## src/rtl/ilo_decode_map.svh

```systemverilog
// Constants for the indexed literal offset address decoder
`ifndef ILO_DECODE_MAP_SVH
`define ILO_DECODE_MAP_SVH
`define ILO_OFFSET_MAX      8'h5F
`define ILO_ADDR_W          12
`define ILO_ACCESS_SPLIT    8'h60
`define ILO_ACCESS_HI_BANK  4'hF
`define ILO_ALL_ONES        8'hFF
`define ILO_OP_ADD_HI       6'h09
`define ILO_OP_BITSET_HI    4'h8
`define ILO_OP_SETALL_HI    7'h34
`define ILO_ACCESS_BIT      8
`define ILO_DEST_BIT        9
`endif

```

## src/rtl/ilo_decode_pkg.sv

```systemverilog
// Types for the indexed literal offset address decoder
`default_nettype none
package ilo_decode_pkg;
  typedef enum logic [1:0] {
    OP_NONE,
    OP_ADD,
    OP_BITSET,
    OP_SETALL
  } op_kind_e;
  typedef logic [11:0] data_addr_t;
endpackage : ilo_decode_pkg
`default_nettype wire

```

## src/rtl/indexed_literal_offset_decode.sv

```systemverilog
// Operand address decode and execute for add, bit-set and set-all-ones
// Operation
// - Extension off: operand is Access Bank address (a=0) or in the bank_select_register bank (a=1).
// - Extension on, a=0, operand <= 5Fh: address is stack_frame_pointer plus offset 0..95.
// - Operands above 5Fh keep literal addressing even with the extension on.
// - Offset interpretation applies to every byte and bit instruction with the access bit.
// - With a zero pointer, indexed addresses equal the Access Bank addresses.
// - Destination bit 0 sends the result to the accumulator, 1 back to the register.
// - Indexed add sums accumulator and byte, routes by destination, updates N, OV, C, DC, Z.
// - Indexed bit-set sets bit b of the byte and leaves flags alone.
// - Indexed set-all-ones writes FFh, no flag change, one word and one cycle.
// - Indexed mode is only reached with the encoded access bit 0.
// - A configuration bit at 0 disables the extension; 1 enables it.
// - Effective address may lie anywhere in the 4096-byte space.
`timescale 1ns/100ps
`default_nettype none
`include "ilo_decode_map.svh"
module indexed_literal_offset_decode #(
  parameter int ADDR_W = `ILO_ADDR_W
) (
  // Clock, reset, enable
  input  wire logic                      ref_clk_in,
  input  wire logic                      sys_rst_in,
  input  wire logic                      clk_en_in,
  // Configuration and pointers
  input  wire logic                      extension_enable_config_in,
  input  wire logic [7:0]                bank_select_register_in,
  input  wire logic [11:0]               stack_frame_pointer_in,
  // Instruction and operands
  input  wire logic                      instr_valid_in,
  input  wire logic [15:0]               instr_word_in,
  input  wire logic [7:0]                accumulator_in,
  input  wire logic [7:0]                file_rdata_in,
  // Combinational read address to data memory
  output logic [11:0]                    file_raddr_out,
  // Results
  output logic                           file_we_out,
  output ilo_decode_pkg::data_addr_t     file_waddr_out,
  output logic [7:0]                     file_wdata_out,
  output logic                           acc_we_out,
  output logic [7:0]                     acc_wdata_out,
  output logic                           flags_we_out,
  output logic [4:0]                     flags_out,
  output logic                           extension_active_out
);
  import ilo_decode_pkg::*;

  // ----------------------------------------
  // Address decode
  // ----------------------------------------
  // Effective address of a byte or bit operand
  // Used by the read port only; the write address copies it and the checks recompute the decode themselves
  function automatic data_addr_t eff_addr(input logic ext, input logic a, input logic [7:0] f,
                                          input logic [7:0] bank_select_register, input logic [11:0] fp);
    data_addr_t r;
    r = 12'h000;
    if (ext && !a && f <= `ILO_OFFSET_MAX) begin
      r = fp + {4'h0, f};
    end else if (a) begin
      r = {bank_select_register[3:0], f};
    end else if (f < `ILO_ACCESS_SPLIT) begin
      r = {4'h0, f};
    end else begin
      r = {`ILO_ACCESS_HI_BANK, f};
    end
    return r;
  endfunction : eff_addr

  logic        ext_cfg, next_ext_cfg;
  logic        cfg_taken, next_cfg_taken;
  logic        next_file_we, next_acc_we, next_flags_we;
  logic [11:0] next_waddr;
  logic [7:0]  next_wdata, next_acc;
  logic [4:0]  next_flags;
  op_kind_e    kind;
  logic [8:0]  sum;
  logic [4:0]  nib;
  logic [7:0]  res;

  // ----------------------------------------
  // Configuration capture
  // ----------------------------------------
  // Static capture of the extension configuration
  // Taken once so a late change on the pin cannot remap live operands
  always_comb begin
    next_ext_cfg   = ext_cfg;
    next_cfg_taken = cfg_taken;
    if (!cfg_taken) begin
      next_ext_cfg   = extension_enable_config_in;
      next_cfg_taken = 1'b1;
    end
  end

  assign file_raddr_out = eff_addr(ext_cfg, instr_word_in[`ILO_ACCESS_BIT], instr_word_in[7:0],
                                   bank_select_register_in, stack_frame_pointer_in);

  // ----------------------------------------
  // Execute
  // ----------------------------------------
  // Opcode classification and single-cycle execution
  // Unknown opcodes fall to the default branch and raise no strobe
  always_comb begin
    kind = OP_NONE;
    if (instr_word_in[15:10] == `ILO_OP_ADD_HI) kind = OP_ADD;
    else if (instr_word_in[15:12] == `ILO_OP_BITSET_HI) kind = OP_BITSET;
    else if (instr_word_in[15:9] == `ILO_OP_SETALL_HI) kind = OP_SETALL;
    sum = {1'b0, accumulator_in} + {1'b0, file_rdata_in};
    nib = {1'b0, accumulator_in[3:0]} + {1'b0, file_rdata_in[3:0]};
    res = 8'h00;
    next_file_we  = 1'b0;
    next_acc_we   = 1'b0;
    next_flags_we = 1'b0;
    next_flags    = flags_out;
    next_acc      = acc_wdata_out;
    next_waddr    = file_raddr_out;
    next_wdata    = file_wdata_out;
    if (instr_valid_in) begin
      case (kind)
        OP_ADD: begin
          res           = sum[7:0];
          next_flags_we = 1'b1;
          next_flags    = {res[7], (accumulator_in[7] == file_rdata_in[7]) &&
                           (res[7] != accumulator_in[7]), sum[8], nib[4], res == 8'h00};
          if (instr_word_in[`ILO_DEST_BIT]) begin
            next_file_we = 1'b1;
            next_wdata   = res;
          end else begin
            next_acc_we = 1'b1;
            next_acc    = res;
          end
        end
        OP_BITSET: begin
          next_file_we = 1'b1;
          next_wdata   = file_rdata_in | (8'h01 << instr_word_in[11:9]);
        end
        OP_SETALL: begin
          next_file_we = 1'b1;
          next_wdata   = `ILO_ALL_ONES;
        end
        default: begin
          next_file_we = 1'b0;
        end
      endcase
    end
  end

  // ----------------------------------------
  // Registers
  // ----------------------------------------
  // State registers; clock enable low holds every one, outputs included
  always_ff @(posedge ref_clk_in) begin
    if (sys_rst_in) begin
      ext_cfg              <= 1'b0;
      cfg_taken            <= 1'b0;
      file_we_out          <= 1'b0;
      file_waddr_out       <= 12'h000;
      file_wdata_out       <= 8'h00;
      acc_we_out           <= 1'b0;
      acc_wdata_out        <= 8'h00;
      flags_we_out         <= 1'b0;
      flags_out            <= 5'h00;
      extension_active_out <= 1'b0;
    end else if (clk_en_in) begin
      ext_cfg              <= next_ext_cfg;
      cfg_taken            <= next_cfg_taken;
      file_we_out          <= next_file_we;
      file_waddr_out       <= next_waddr;
      file_wdata_out       <= next_wdata;
      acc_we_out           <= next_acc_we;
      acc_wdata_out        <= next_acc;
      flags_we_out         <= next_flags_we;
      flags_out            <= next_flags;
      extension_active_out <= next_ext_cfg;
    end
  end

  // ----------------------------------------
  // Assertions
  // ----------------------------------------
  // Configuration stays put once it has been captured
  a_cfg_static: assert property (@(posedge ref_clk_in) disable iff (sys_rst_in)
    cfg_taken |=> $stable(ext_cfg)) else $error("config changed");

  // Indexed operand resolves to pointer plus offset
  a_index_addr: assert property (@(posedge ref_clk_in) disable iff (sys_rst_in)
    ext_cfg && !instr_word_in[`ILO_ACCESS_BIT] && instr_word_in[7:0] <= `ILO_OFFSET_MAX |->
    file_raddr_out == stack_frame_pointer_in + {4'h0, instr_word_in[7:0]})
    else $error("indexed address wrong");

  // Upper operands stay literal in the high access half
  a_lit_high: assert property (@(posedge ref_clk_in) disable iff (sys_rst_in)
    !instr_word_in[`ILO_ACCESS_BIT] && instr_word_in[7:0] > `ILO_OFFSET_MAX |->
    file_raddr_out == {`ILO_ACCESS_HI_BANK, instr_word_in[7:0]})
    else $error("high literal wrong");

  // Extension off keeps the lower access half literal
  a_lit_low: assert property (@(posedge ref_clk_in) disable iff (sys_rst_in)
    !ext_cfg && !instr_word_in[`ILO_ACCESS_BIT] && instr_word_in[7:0] < `ILO_ACCESS_SPLIT |->
    file_raddr_out == {4'h0, instr_word_in[7:0]}) else $error("low literal wrong");

  // Banked operand takes the bank from the select register
  a_bank_addr: assert property (@(posedge ref_clk_in) disable iff (sys_rst_in)
    instr_word_in[`ILO_ACCESS_BIT] |->
    file_raddr_out == {bank_select_register_in[3:0], instr_word_in[7:0]})
    else $error("banked address wrong");

  // A zero pointer lands on the plain access addresses
  a_zero_ptr: assert property (@(posedge ref_clk_in) disable iff (sys_rst_in)
    stack_frame_pointer_in == 12'h000 && !instr_word_in[`ILO_ACCESS_BIT] &&
    instr_word_in[7:0] <= `ILO_OFFSET_MAX |->
    file_raddr_out == {4'h0, instr_word_in[7:0]}) else $error("zero pointer mismatch");

  // Set-all-ones writes the full byte and leaves flags alone
  a_setall_ones: assert property (@(posedge ref_clk_in) disable iff (sys_rst_in)
    clk_en_in && instr_valid_in && kind == OP_SETALL |=>
    file_we_out && file_wdata_out == `ILO_ALL_ONES && !flags_we_out)
    else $error("set-all wrong");

  // Bit-set raises the chosen bit and leaves flags alone
  a_bitset_flags: assert property (@(posedge ref_clk_in) disable iff (sys_rst_in)
    clk_en_in && instr_valid_in && kind == OP_BITSET |=>
    file_we_out && !flags_we_out && file_wdata_out[$past(instr_word_in[11:9])])
    else $error("bit-set wrong");

  // Add routes its result by the destination bit and updates flags
  a_add_dest: assert property (@(posedge ref_clk_in) disable iff (sys_rst_in)
    clk_en_in && instr_valid_in && kind == OP_ADD |=>
    flags_we_out && (file_we_out == $past(instr_word_in[`ILO_DEST_BIT])) &&
    (acc_we_out != file_we_out)) else $error("add routing wrong");

  // Add written back to the file carries the 8-bit sum
  a_add_sum: assert property (@(posedge ref_clk_in) disable iff (sys_rst_in)
    clk_en_in && instr_valid_in && kind == OP_ADD && instr_word_in[`ILO_DEST_BIT] |=>
    file_wdata_out == 8'($past(accumulator_in) + $past(file_rdata_in)))
    else $error("add sum wrong");

  // Idle cycles and unknown opcodes raise no strobe
  a_no_strobe: assert property (@(posedge ref_clk_in) disable iff (sys_rst_in)
    clk_en_in && (!instr_valid_in || kind == OP_NONE) |=>
    !file_we_out && !acc_we_out && !flags_we_out) else $error("stray strobe");

  // Clock enable low freezes results and configuration
  a_frozen_hold: assert property (@(posedge ref_clk_in) disable iff (sys_rst_in)
    !clk_en_in |=> $stable(file_we_out) && $stable(file_wdata_out) && $stable(acc_we_out) &&
    $stable(flags_we_out) && $stable(ext_cfg)) else $error("frozen state moved");
endmodule : indexed_literal_offset_decode
`default_nettype wire

```

## config.mk

```make
export PLATFORM = sky130hd
export DESIGN_NAME = indexed_literal_offset_decode
export DESIGN_NICKNAME = d
export VERILOG_FILES = /design/src/rtl/ilo_decode_pkg.sv /design/src/rtl/indexed_literal_offset_decode.sv
export VERILOG_INCLUDE_DIRS = /design/src /design/src/rtl
export SDC_FILE = /design/constraint.sdc
export NUM_CORES = 1
export LEC_CHECK = 0
export BUFFER_PORTS_ARGS = -buffer_cell sky130_fd_sc_hd__buf_2
export CORE_MARGIN = 4
export CORE_UTILIZATION = 40
export DETAILED_ROUTE_END_ITERATION = 10
export PLACE_DENSITY = 0.8
export SLEW_MARGIN = 20
export SYNTH_ARGS = -nofsm -noshare
export SYNTH_HDL_FRONTEND = slang
export SYNTH_SLANG_ARGS = --single-unit
export TNS_END_PERCENT = 1
```

## constraint.sdc

```tcl
create_clock -name ref_clk_in -period 2 [get_ports ref_clk_in]
set_input_delay 0.4 -clock ref_clk_in [delete_from_list [all_inputs] [get_ports ref_clk_in]]
set_output_delay 0.4 -clock ref_clk_in [all_outputs]
set_load 0.005 [all_outputs]
```

==> impl_summary.txt, run 1 <==
----------------------------------------------------
[Outcome]
  Outcome ... complete, but fails checks
  Violations in the final reports ... setup timing

[Route]
  Routed Wire Length ... 9.168 mm
  Detail-routed net length per standard cell ... 15.75 um
  Initial DRC Count ... 140
  DR DRC count ... 0
  Remaining number of nets flagged by the antenna check after routing ... 0
  Vias after detailed routing ... 3207
  DR vias/cell ... 5.510
  Detailed-routing iteration count for the pre-antenna-repair pass ... 4

[Flow run]
  Maximum Capacitance Violations ... 0

[Clock tree]
  Clock root buffer ... sky130_fd_sc_hd__clkbuf_8
  TritonCTS clock tree ... built
  Clock-pin slew reported for the worst setup and hold paths after clock tree synthesis ... 0.08 ns
  Clk sinks ... 38
  Total of hold buffers inserted after clock tree synthesis ... 0
  TritonCTS Buffers ... 5
  Clock Tree Buf Depth ... 2
  Number of H-tree levels ... 2
  Clock insertion delay at the later pin of the skew report ... 0.29 ns

[Synth]
  Number of flops mapped to enable cells by yosys ... 0
  Number of cells produced by synthesis ... 333
  Post-synth top flop ... sky130_fd_sc_hd__dfxtp_1
  Net count after synthesis ... 408
  Post-Syn Area per Cell ... 7.676 um2
  Count of state elements after synthesis ... 38
  Sequential-to-total area share from yosys stat ... 0.2976
  Total number of yosys warnings ... 0
  Number of different library cells in the post-synthesis netlist ... 54
  Combined area of all synthesized cells ... 2556 um2
  Proportion of synthesized flip-flops having asynchronous set or reset ... 0

[Power]
  Net switching fraction of the power ... 0.2912
  Relative contribution of the clock network to total power ... 0.340
  Cell internal power dissipation ... 1.656 mW
  Combinational share of power ... 0.322
  Relative contribution of sequential cells to total power ... 0.338
  Highest ir drop seen on vdd ... 0.0003916 V
  Pwr/cell area ... 575.8 nW/um2
  Standby leakage power ... 1.901 nW
  Sw power ... 0.6801 mW
  Overall power of the completed layout ... 2.336 mW

[Cells and area]
  Number of fillers in the final layout ... 506
  Layout cells sized above 1 ... 0.4497
  Number of nets in the layout ... 581
  Commonest cells after routing, fill and taps aside ... sky130_fd_sc_hd__buf_2, sky130_fd_sc_hd__buf_4, sky130_fd_sc_hd__nand2_1
  Most frequent standard cell in the layout excluding fill and tap cells ... sky130_fd_sc_hd__buf_2
  Count of non-filler cells in the finished layout ... 582
  Layout-stage area growth over the synthesis result ... 58.69%
  Number of inserted diodes ... 0

[Die]
  Die Span X ... 87.94 um
  Number of placed I/O pins ... 106
  Die footprint ... 7733 um2
  Row Count ... 28
  Starting Density ... 0.4218
  Height of the chip ... 87.94 um
  Area of the core ... 6061 um2

[GRT]
  Initial antenna violation count ... 0
  Global-route wire length before repair ... 14.46 mm
  Sum of overflow across all layers after global routing ... 0
  Overall track demand over capacity in global routing ... 0.2354
  Number of global-route vias before repair ... 3148
  Largest net degree at the start of global routing ... 38

[Placement]
  Detail Placement HPWL ... 6.864 mm
  Placer's final routability congestion estimate ... 0.9105
  Number of buffer cells added on primary ports ... 101
  Number of cells in the design after placement ... 574

[Setup path]
  Cell Chain, Critical Path ... buf_6, ha_4, inv_2, fa_2, nand2b_4, a21oi_4, o211ai_1, mux2i_1, a22o_1, buf_2
  Crit Path Max Fanout ... 2
  Worst setup SP type ... primary input
  R2R cell count ... 6
  Slowest cell on the critical path ... sky130_fd_sc_hd__fa_2
  WP data required ... 1.60 ns
  CP peak stage delay ... 0.33 ns
  Element type at the critical path end ... output port
  Arrival time reported for the critical path endpoint ... 1.89 ns
  Setup CP Type ... in -> out

[Timing]
  Peak clock frequency supported by timing ... 0.4363 GHz
  Unrepaired setup endpoints after global routing ... true
  Least-Margin Pin Slew ... 0.4196 ns
  Number of max-slew violations in the final report ... 0
  Final hold vios ... 0
  Shortest period the worst path allows ... 2.292 ns
  Post-route clock period utilization ... 1.146
  Final setup violating endpoints ... 13
  Normalized max-slew margin ... 0.7203
  Smallest hold slack ... 0.3836 ns
  Worst Skew ... 0.003529 ns
  Worst setup slack after layout ... -0.2922 ns

[Min path]
  Worst min path class ... in -> reg
  Count of cells along the worst hold path ... 3

----------------------------------------------------
## logic make-up after synthesis
family	count (synthesis)	share of synthesized area
AND/OR/NAND/NOR	142	0.2736
XOR/XNOR	8	0.02741
multiplexers	3	0.01175
adder cells (fa/ha/maj)	18	0.09398
AO/OA/AOI/OAI	99	0.2580
buffers and inverters	25	0.03769
flip-flops	38	0.2976
## worst max-delay path, delay by kind of cell
family | cells | cell delay [ns]
AO/OA/AOI/OAI | 3 | 0.49
adder cells (fa/ha/maj) | 2 | 0.46
buffers and inverters | 3 | 0.24
AND/OR/NAND/NOR | 1 | 0.16
multiplexers | 1 | 0.14
## metrics by stage
stage / worst slack, ns / utilization / setup TNS, ns / area (um2)
after floorplan: -0.05928 / - / -0.1662 / 2587
after global placement: -0.3997 / 0.6133 / -5.258 / 3717
after detailed placement: -0.3730 / 0.6133 / -6.346 / 3717
after CTS: -0.2593 / 0.6544 / -2.250 / 3966
after global routing: -0.3562 / 0.6693 / -2.927 / 4056
final: -0.2922 / 0.6693 / -1.996 / 4056
## state kept, by name (all words and copies together), names as in the netlist
signal	cells
acc_wdata_out	8
acc_we_out	1
cfg_taken	1
ext_cfg	1
file_waddr_out	12
file_wdata_out	8
file_we_out	1
flags_out	5
flags_we_out	1
## synthesized netlist by cell type (3+ instances only)
library cell	instances	area [um2]
sky130_fd_sc_hd__nand3_1	9	45.04
sky130_fd_sc_hd__a21o_1	5	37.54
sky130_fd_sc_hd__xor2_1	5	43.79
sky130_fd_sc_hd__clkbuf_1	8	30.03
sky130_fd_sc_hd__a311oi_1	5	43.79
sky130_fd_sc_hd__or3_1	5	31.28
sky130_fd_sc_hd__o211ai_1	3	22.52
sky130_fd_sc_hd__xnor2_1	3	26.28
sky130_fd_sc_hd__nand2_1	48	180.2
sky130_fd_sc_hd__o21a_1	9	67.56
sky130_fd_sc_hd__nand4_1	5	31.28
sky130_fd_sc_hd__o21ai_1	9	45.04
sky130_fd_sc_hd__o21ai_0	8	40.04
sky130_fd_sc_hd__nand2b_1	7	43.79
sky130_fd_sc_hd__nor2_1	40	150.1
sky130_fd_sc_hd__a21oi_1	29	145.1
sky130_fd_sc_hd__mux2i_1	3	30.03
sky130_fd_sc_hd__nor2b_1	9	56.30
sky130_fd_sc_hd__nor3_1	3	15.01
sky130_fd_sc_hd__dfxtp_1	38	760.7
sky130_fd_sc_hd__o31ai_1	4	30.03
sky130_fd_sc_hd__ha_1	16	200.2
sky130_fd_sc_hd__inv_1	13	48.80
sky130_fd_sc_hd__a211oi_1	7	52.55
## layout make-up
cell class / instances / area, um2 / area share
multi-input cells: 270 / 1912 / 0.4713
clock buffers: 5 / 68.82 / 0.01696
flip-flops and latches: 38 / 760.7 / 0.1875
repair buffers: 178 / 1104 / 0.2721
well taps: 75 / 93.84 / 0.02313
clock inverters: 3 / 68.82 / 0.01696
inverters: 13 / 48.80 / 0.01203
## metal layers
metal	vias up	track usage	wire [um]
met1	1485	0.2786	3642
met5	-	0	0
met2	160	0.4219	4556
li1	1546	-	-
met4	0	0.07950	157
met3	16	0.04704	812
## path summary, 6_finish.rpt
| path | end | start | slack (ns) |
|---|---|---|---|
| setup / recovery | file_raddr_out[8] | instr_word_in[0] | -0.29 |
| hold / removal | ext_cfg | extension_enable_config_in | 0.38 |
| setup reg to reg | file_waddr_out[10] | ext_cfg | 0.49 |
| hold reg to reg | flags_out[4] | flags_out[4] | 0.45 |
## what timing repair did
item                       CTS  global route
resized for setup           18            22
gates cloned                 0             0
pin swaps                    9             3
hold endpoints to repair     0             0
setup buffers                0             0
setup endpoints to repair   16            19
## power by group through the flow
stage                     combinational (mW)  sequential (mW)  clock (mW)
final                                  0.752            0.790       0.793
after global routing                   0.818            0.793       0.831
after CTS                              0.703            0.790       0.806
after detailed placement               0.666            0.808           0
after global placement                 0.647            0.807           0
after floorplan                        0.314            0.809           0
(Power assumes the default switching activity.)
==> inputs of run 2 (changes only) <==
--- a/config.mk
+++ b/config.mk
@@ -9,6 +9,7 @@
 export BUFFER_PORTS_ARGS = -buffer_cell sky130_fd_sc_hd__buf_2
 export CORE_MARGIN = 4
 export CORE_UTILIZATION = 40
+export CTS_BUF_LIST = sky130_fd_sc_hd__clkbuf_4
 export DETAILED_ROUTE_END_ITERATION = 10
 export PLACE_DENSITY = 0.8
 export SLEW_MARGIN = 20
==> run 2 against run 1 <==
The run still ends with setup timing left. Critical path type unchanged. Wire length rose by 0.21%. Highest routed layer unchanged. Sequential share of layout area up 0.23 points. Combinational power down 0.5%. Global-route usage about the same. Die area unchanged. Critical endpoint unchanged. Register-to-register slack got worse by 0.02 ns. Final area shrank 1.2%.
==> impl_summary.txt, run 2 (same netlist as run 1, synthesis figures left out) <==
----------------------------------------------------
[Timing]
  Least-Margin Pin Slew ... 0.4192 ns
  Setup TNS after final layout ... -2.035 ns
  Peak clock frequency supported by timing ... 0.4355 GHz
  Number of max-slew violations in the final report ... 0
  Shortest period the worst path allows ... 2.296 ns
  Final setup violating endpoints ... 13
  Final hold vios ... 0
  Worst Skew ... 0.01148 ns
  Post-route clock period utilization ... 1.148
  Smallest hold slack ... 0.3136 ns
  Worst setup slack after layout ... -0.2961 ns
  Unrepaired setup endpoints after global routing ... true
  Normalized max-slew margin ... 0.7176

[Placement]
  Number of buffer cells added on primary ports ... 101
  Detail Placement HPWL ... 6.864 mm
  Number of cells in the design after placement ... 574
  Placer's final routability congestion estimate ... 0.9105

[Clock tree]
  Setup Buffers After CTS ... 0
  TritonCTS clock tree ... built
  Total of hold buffers inserted after clock tree synthesis ... 0
  Clock Tree Buf Depth ... 2
  Clk sinks ... 38
  Number of H-tree levels ... 2
  Clock-pin slew reported for the worst setup and hold paths after clock tree synthesis ... 0.13 ns
  TritonCTS Buffers ... 5
  Clock insertion delay at the later pin of the skew report ... 0.35 ns
  Clock root buffer ... sky130_fd_sc_hd__clkbuf_4

[GRT]
  Number of global-route vias before repair ... 3147
  Largest net degree at the start of global routing ... 38
  Sum of overflow across all layers after global routing ... 0
  Overall track demand over capacity in global routing ... 0.2350
  Global-route wire length before repair ... 14.41 mm
  Initial antenna violation count ... 0

[Setup path]
  Element type at the critical path end ... output port
  Arrival time reported for the critical path endpoint ... 1.90 ns
  Crit Path Max Fanout ... 2
  Setup CP Type ... in -> out
  WP data required ... 1.60 ns
  Worst setup SP type ... primary input

[Cells and area]
  Most frequent standard cell in the layout excluding fill and tap cells ... sky130_fd_sc_hd__buf_2
  Biggest regs ... file_waddr_out: 12 flops, acc_wdata_out: 8 flops, file_wdata_out: 8 flops
  Sequential standard cell area ... 760.7 um2
  Layout-stage area growth over the synthesis result ... 56.73%
  Most flop-heavy register ... file_waddr_out
  Number of inserted diodes ... 0
  Commonest cells after routing, fill and taps aside ... sky130_fd_sc_hd__buf_2, sky130_fd_sc_hd__buf_4, sky130_fd_sc_hd__nand2_1
  Number of fillers in the final layout ... 513
  Final standard cell utilization of the core ... 0.6610
  Largest register FFs ... 12
  Number of nets in the layout ... 581
  Layout cells sized above 1 ... 0.4438
  Count of non-filler cells in the finished layout ... 582
  Multi-input gate area in the final layout ... 1893 um2

[Power]
  Highest ir drop seen on vdd ... 0.0002970 V
  Cell internal power dissipation ... 1.546 mW
  Pwr/cell area ... 552.0 nW/um2
  Sw power ... 0.6651 mW
  Standby leakage power ... 1.879 nW
  Relative contribution of sequential cells to total power ... 0.358
  Relative contribution of the clock network to total power ... 0.304
  Overall power of the completed layout ... 2.212 mW
  Net switching fraction of the power ... 0.3008
  Combinational share of power ... 0.338

[Route]
  DR DRC count ... 0
  Detailed-routing iteration count for the pre-antenna-repair pass ... 5
  Remaining number of nets flagged by the antenna check after routing ... 0
  Routed Wire Length ... 9.187 mm
  Detail-routed net length per standard cell ... 15.79 um
  Vias after detailed routing ... 3233
  DR vias/cell ... 5.555
  Initial DRC Count ... 132

[Die]
  Row Count ... 28
  Starting Density ... 0.4218
  Area of the core ... 6061 um2
  Die footprint ... 7733 um2
  Die Span X ... 87.94 um
  Number of placed I/O pins ... 106
  Height of the chip ... 87.94 um

[Flow run]
  Maximum Capacitance Violations ... 0

[Outcome]
  Violations in the final reports ... setup timing
  Outcome ... complete, but fails checks

[Min path]
  Worst min path class ... in -> reg

----------------------------------------------------
[run 2: metal layers]
| metal | wire (um) | vias to the layer above | GRT usage |
|---|---|---|---|
| li1 | - | 1546 | - |
| met1 | 3621 | 1499 | 0.2780 |
| met2 | 4475 | 164 | 0.4233 |
| met3 | 885 | 24 | 0.04610 |
| met4 | 204 | 0 | 0.07671 |
| met5 | 0 | - | 0 |
[run 2: final timing paths]
check,from,to,slack (ns),cells after the start
setup / recovery,instr_word_in[0],file_raddr_out[8],-0.30,10
hold / removal,extension_enable_config_in,ext_cfg,0.31,3
setup reg to reg,ext_cfg,file_waddr_out[10],0.47,6
hold reg to reg,flags_out[4],flags_out[4],0.46,2
[run 2: power groups by stage]
stage          clock network [mW]  logic, mW  registers, mW
3_5_place_dp                    0      0.666          0.808
2_1_floorplan                   0      0.314          0.809
4_1_cts                     0.685      0.699          0.791
6_report                    0.673      0.748          0.791
5_1_grt                     0.708      0.813          0.794
3_3_place_gp                    0      0.647          0.807
[run 2: layout make-up]
class	instances	area share
inverter	13	0.01218
timing repair buffer	178	0.2755
tap	75	0.02342
sequential	38	0.1899
multi-input combinational	270	0.4725
clock buffer	5	0.009369
clock inverter	3	0.01718
[run 2: metrics by stage]
step	setup slack, ns	instance area [um2]
floorplan	-0.05928	2587
global placement	-0.3997	3717
detailed placement	-0.3730	3717
CTS	-0.2593	3928
global route	-0.3562	4006
finish	-0.2961	4006
[run 2: what timing repair did]
item / 4_1_cts / 5_1_grt
resized for setup: 16 / 20
pin swaps: 9 / 4
endpoints found under the setup margin: 15 / 16
[run 2: worst max-delay path: stages]
cell and delay, ns:
sky130_fd_sc_hd__buf_6 0.08, sky130_fd_sc_hd__ha_4 0.13, sky130_fd_sc_hd__inv_2 0.03, sky130_fd_sc_hd__fa_2 0.33, sky130_fd_sc_hd__nand2b_4 0.16, sky130_fd_sc_hd__a21oi_4 0.16, sky130_fd_sc_hd__o211ai_1 0.13, sky130_fd_sc_hd__mux2i_1 0.14
sky130_fd_sc_hd__a22o_1 0.20, sky130_fd_sc_hd__buf_2 0.13
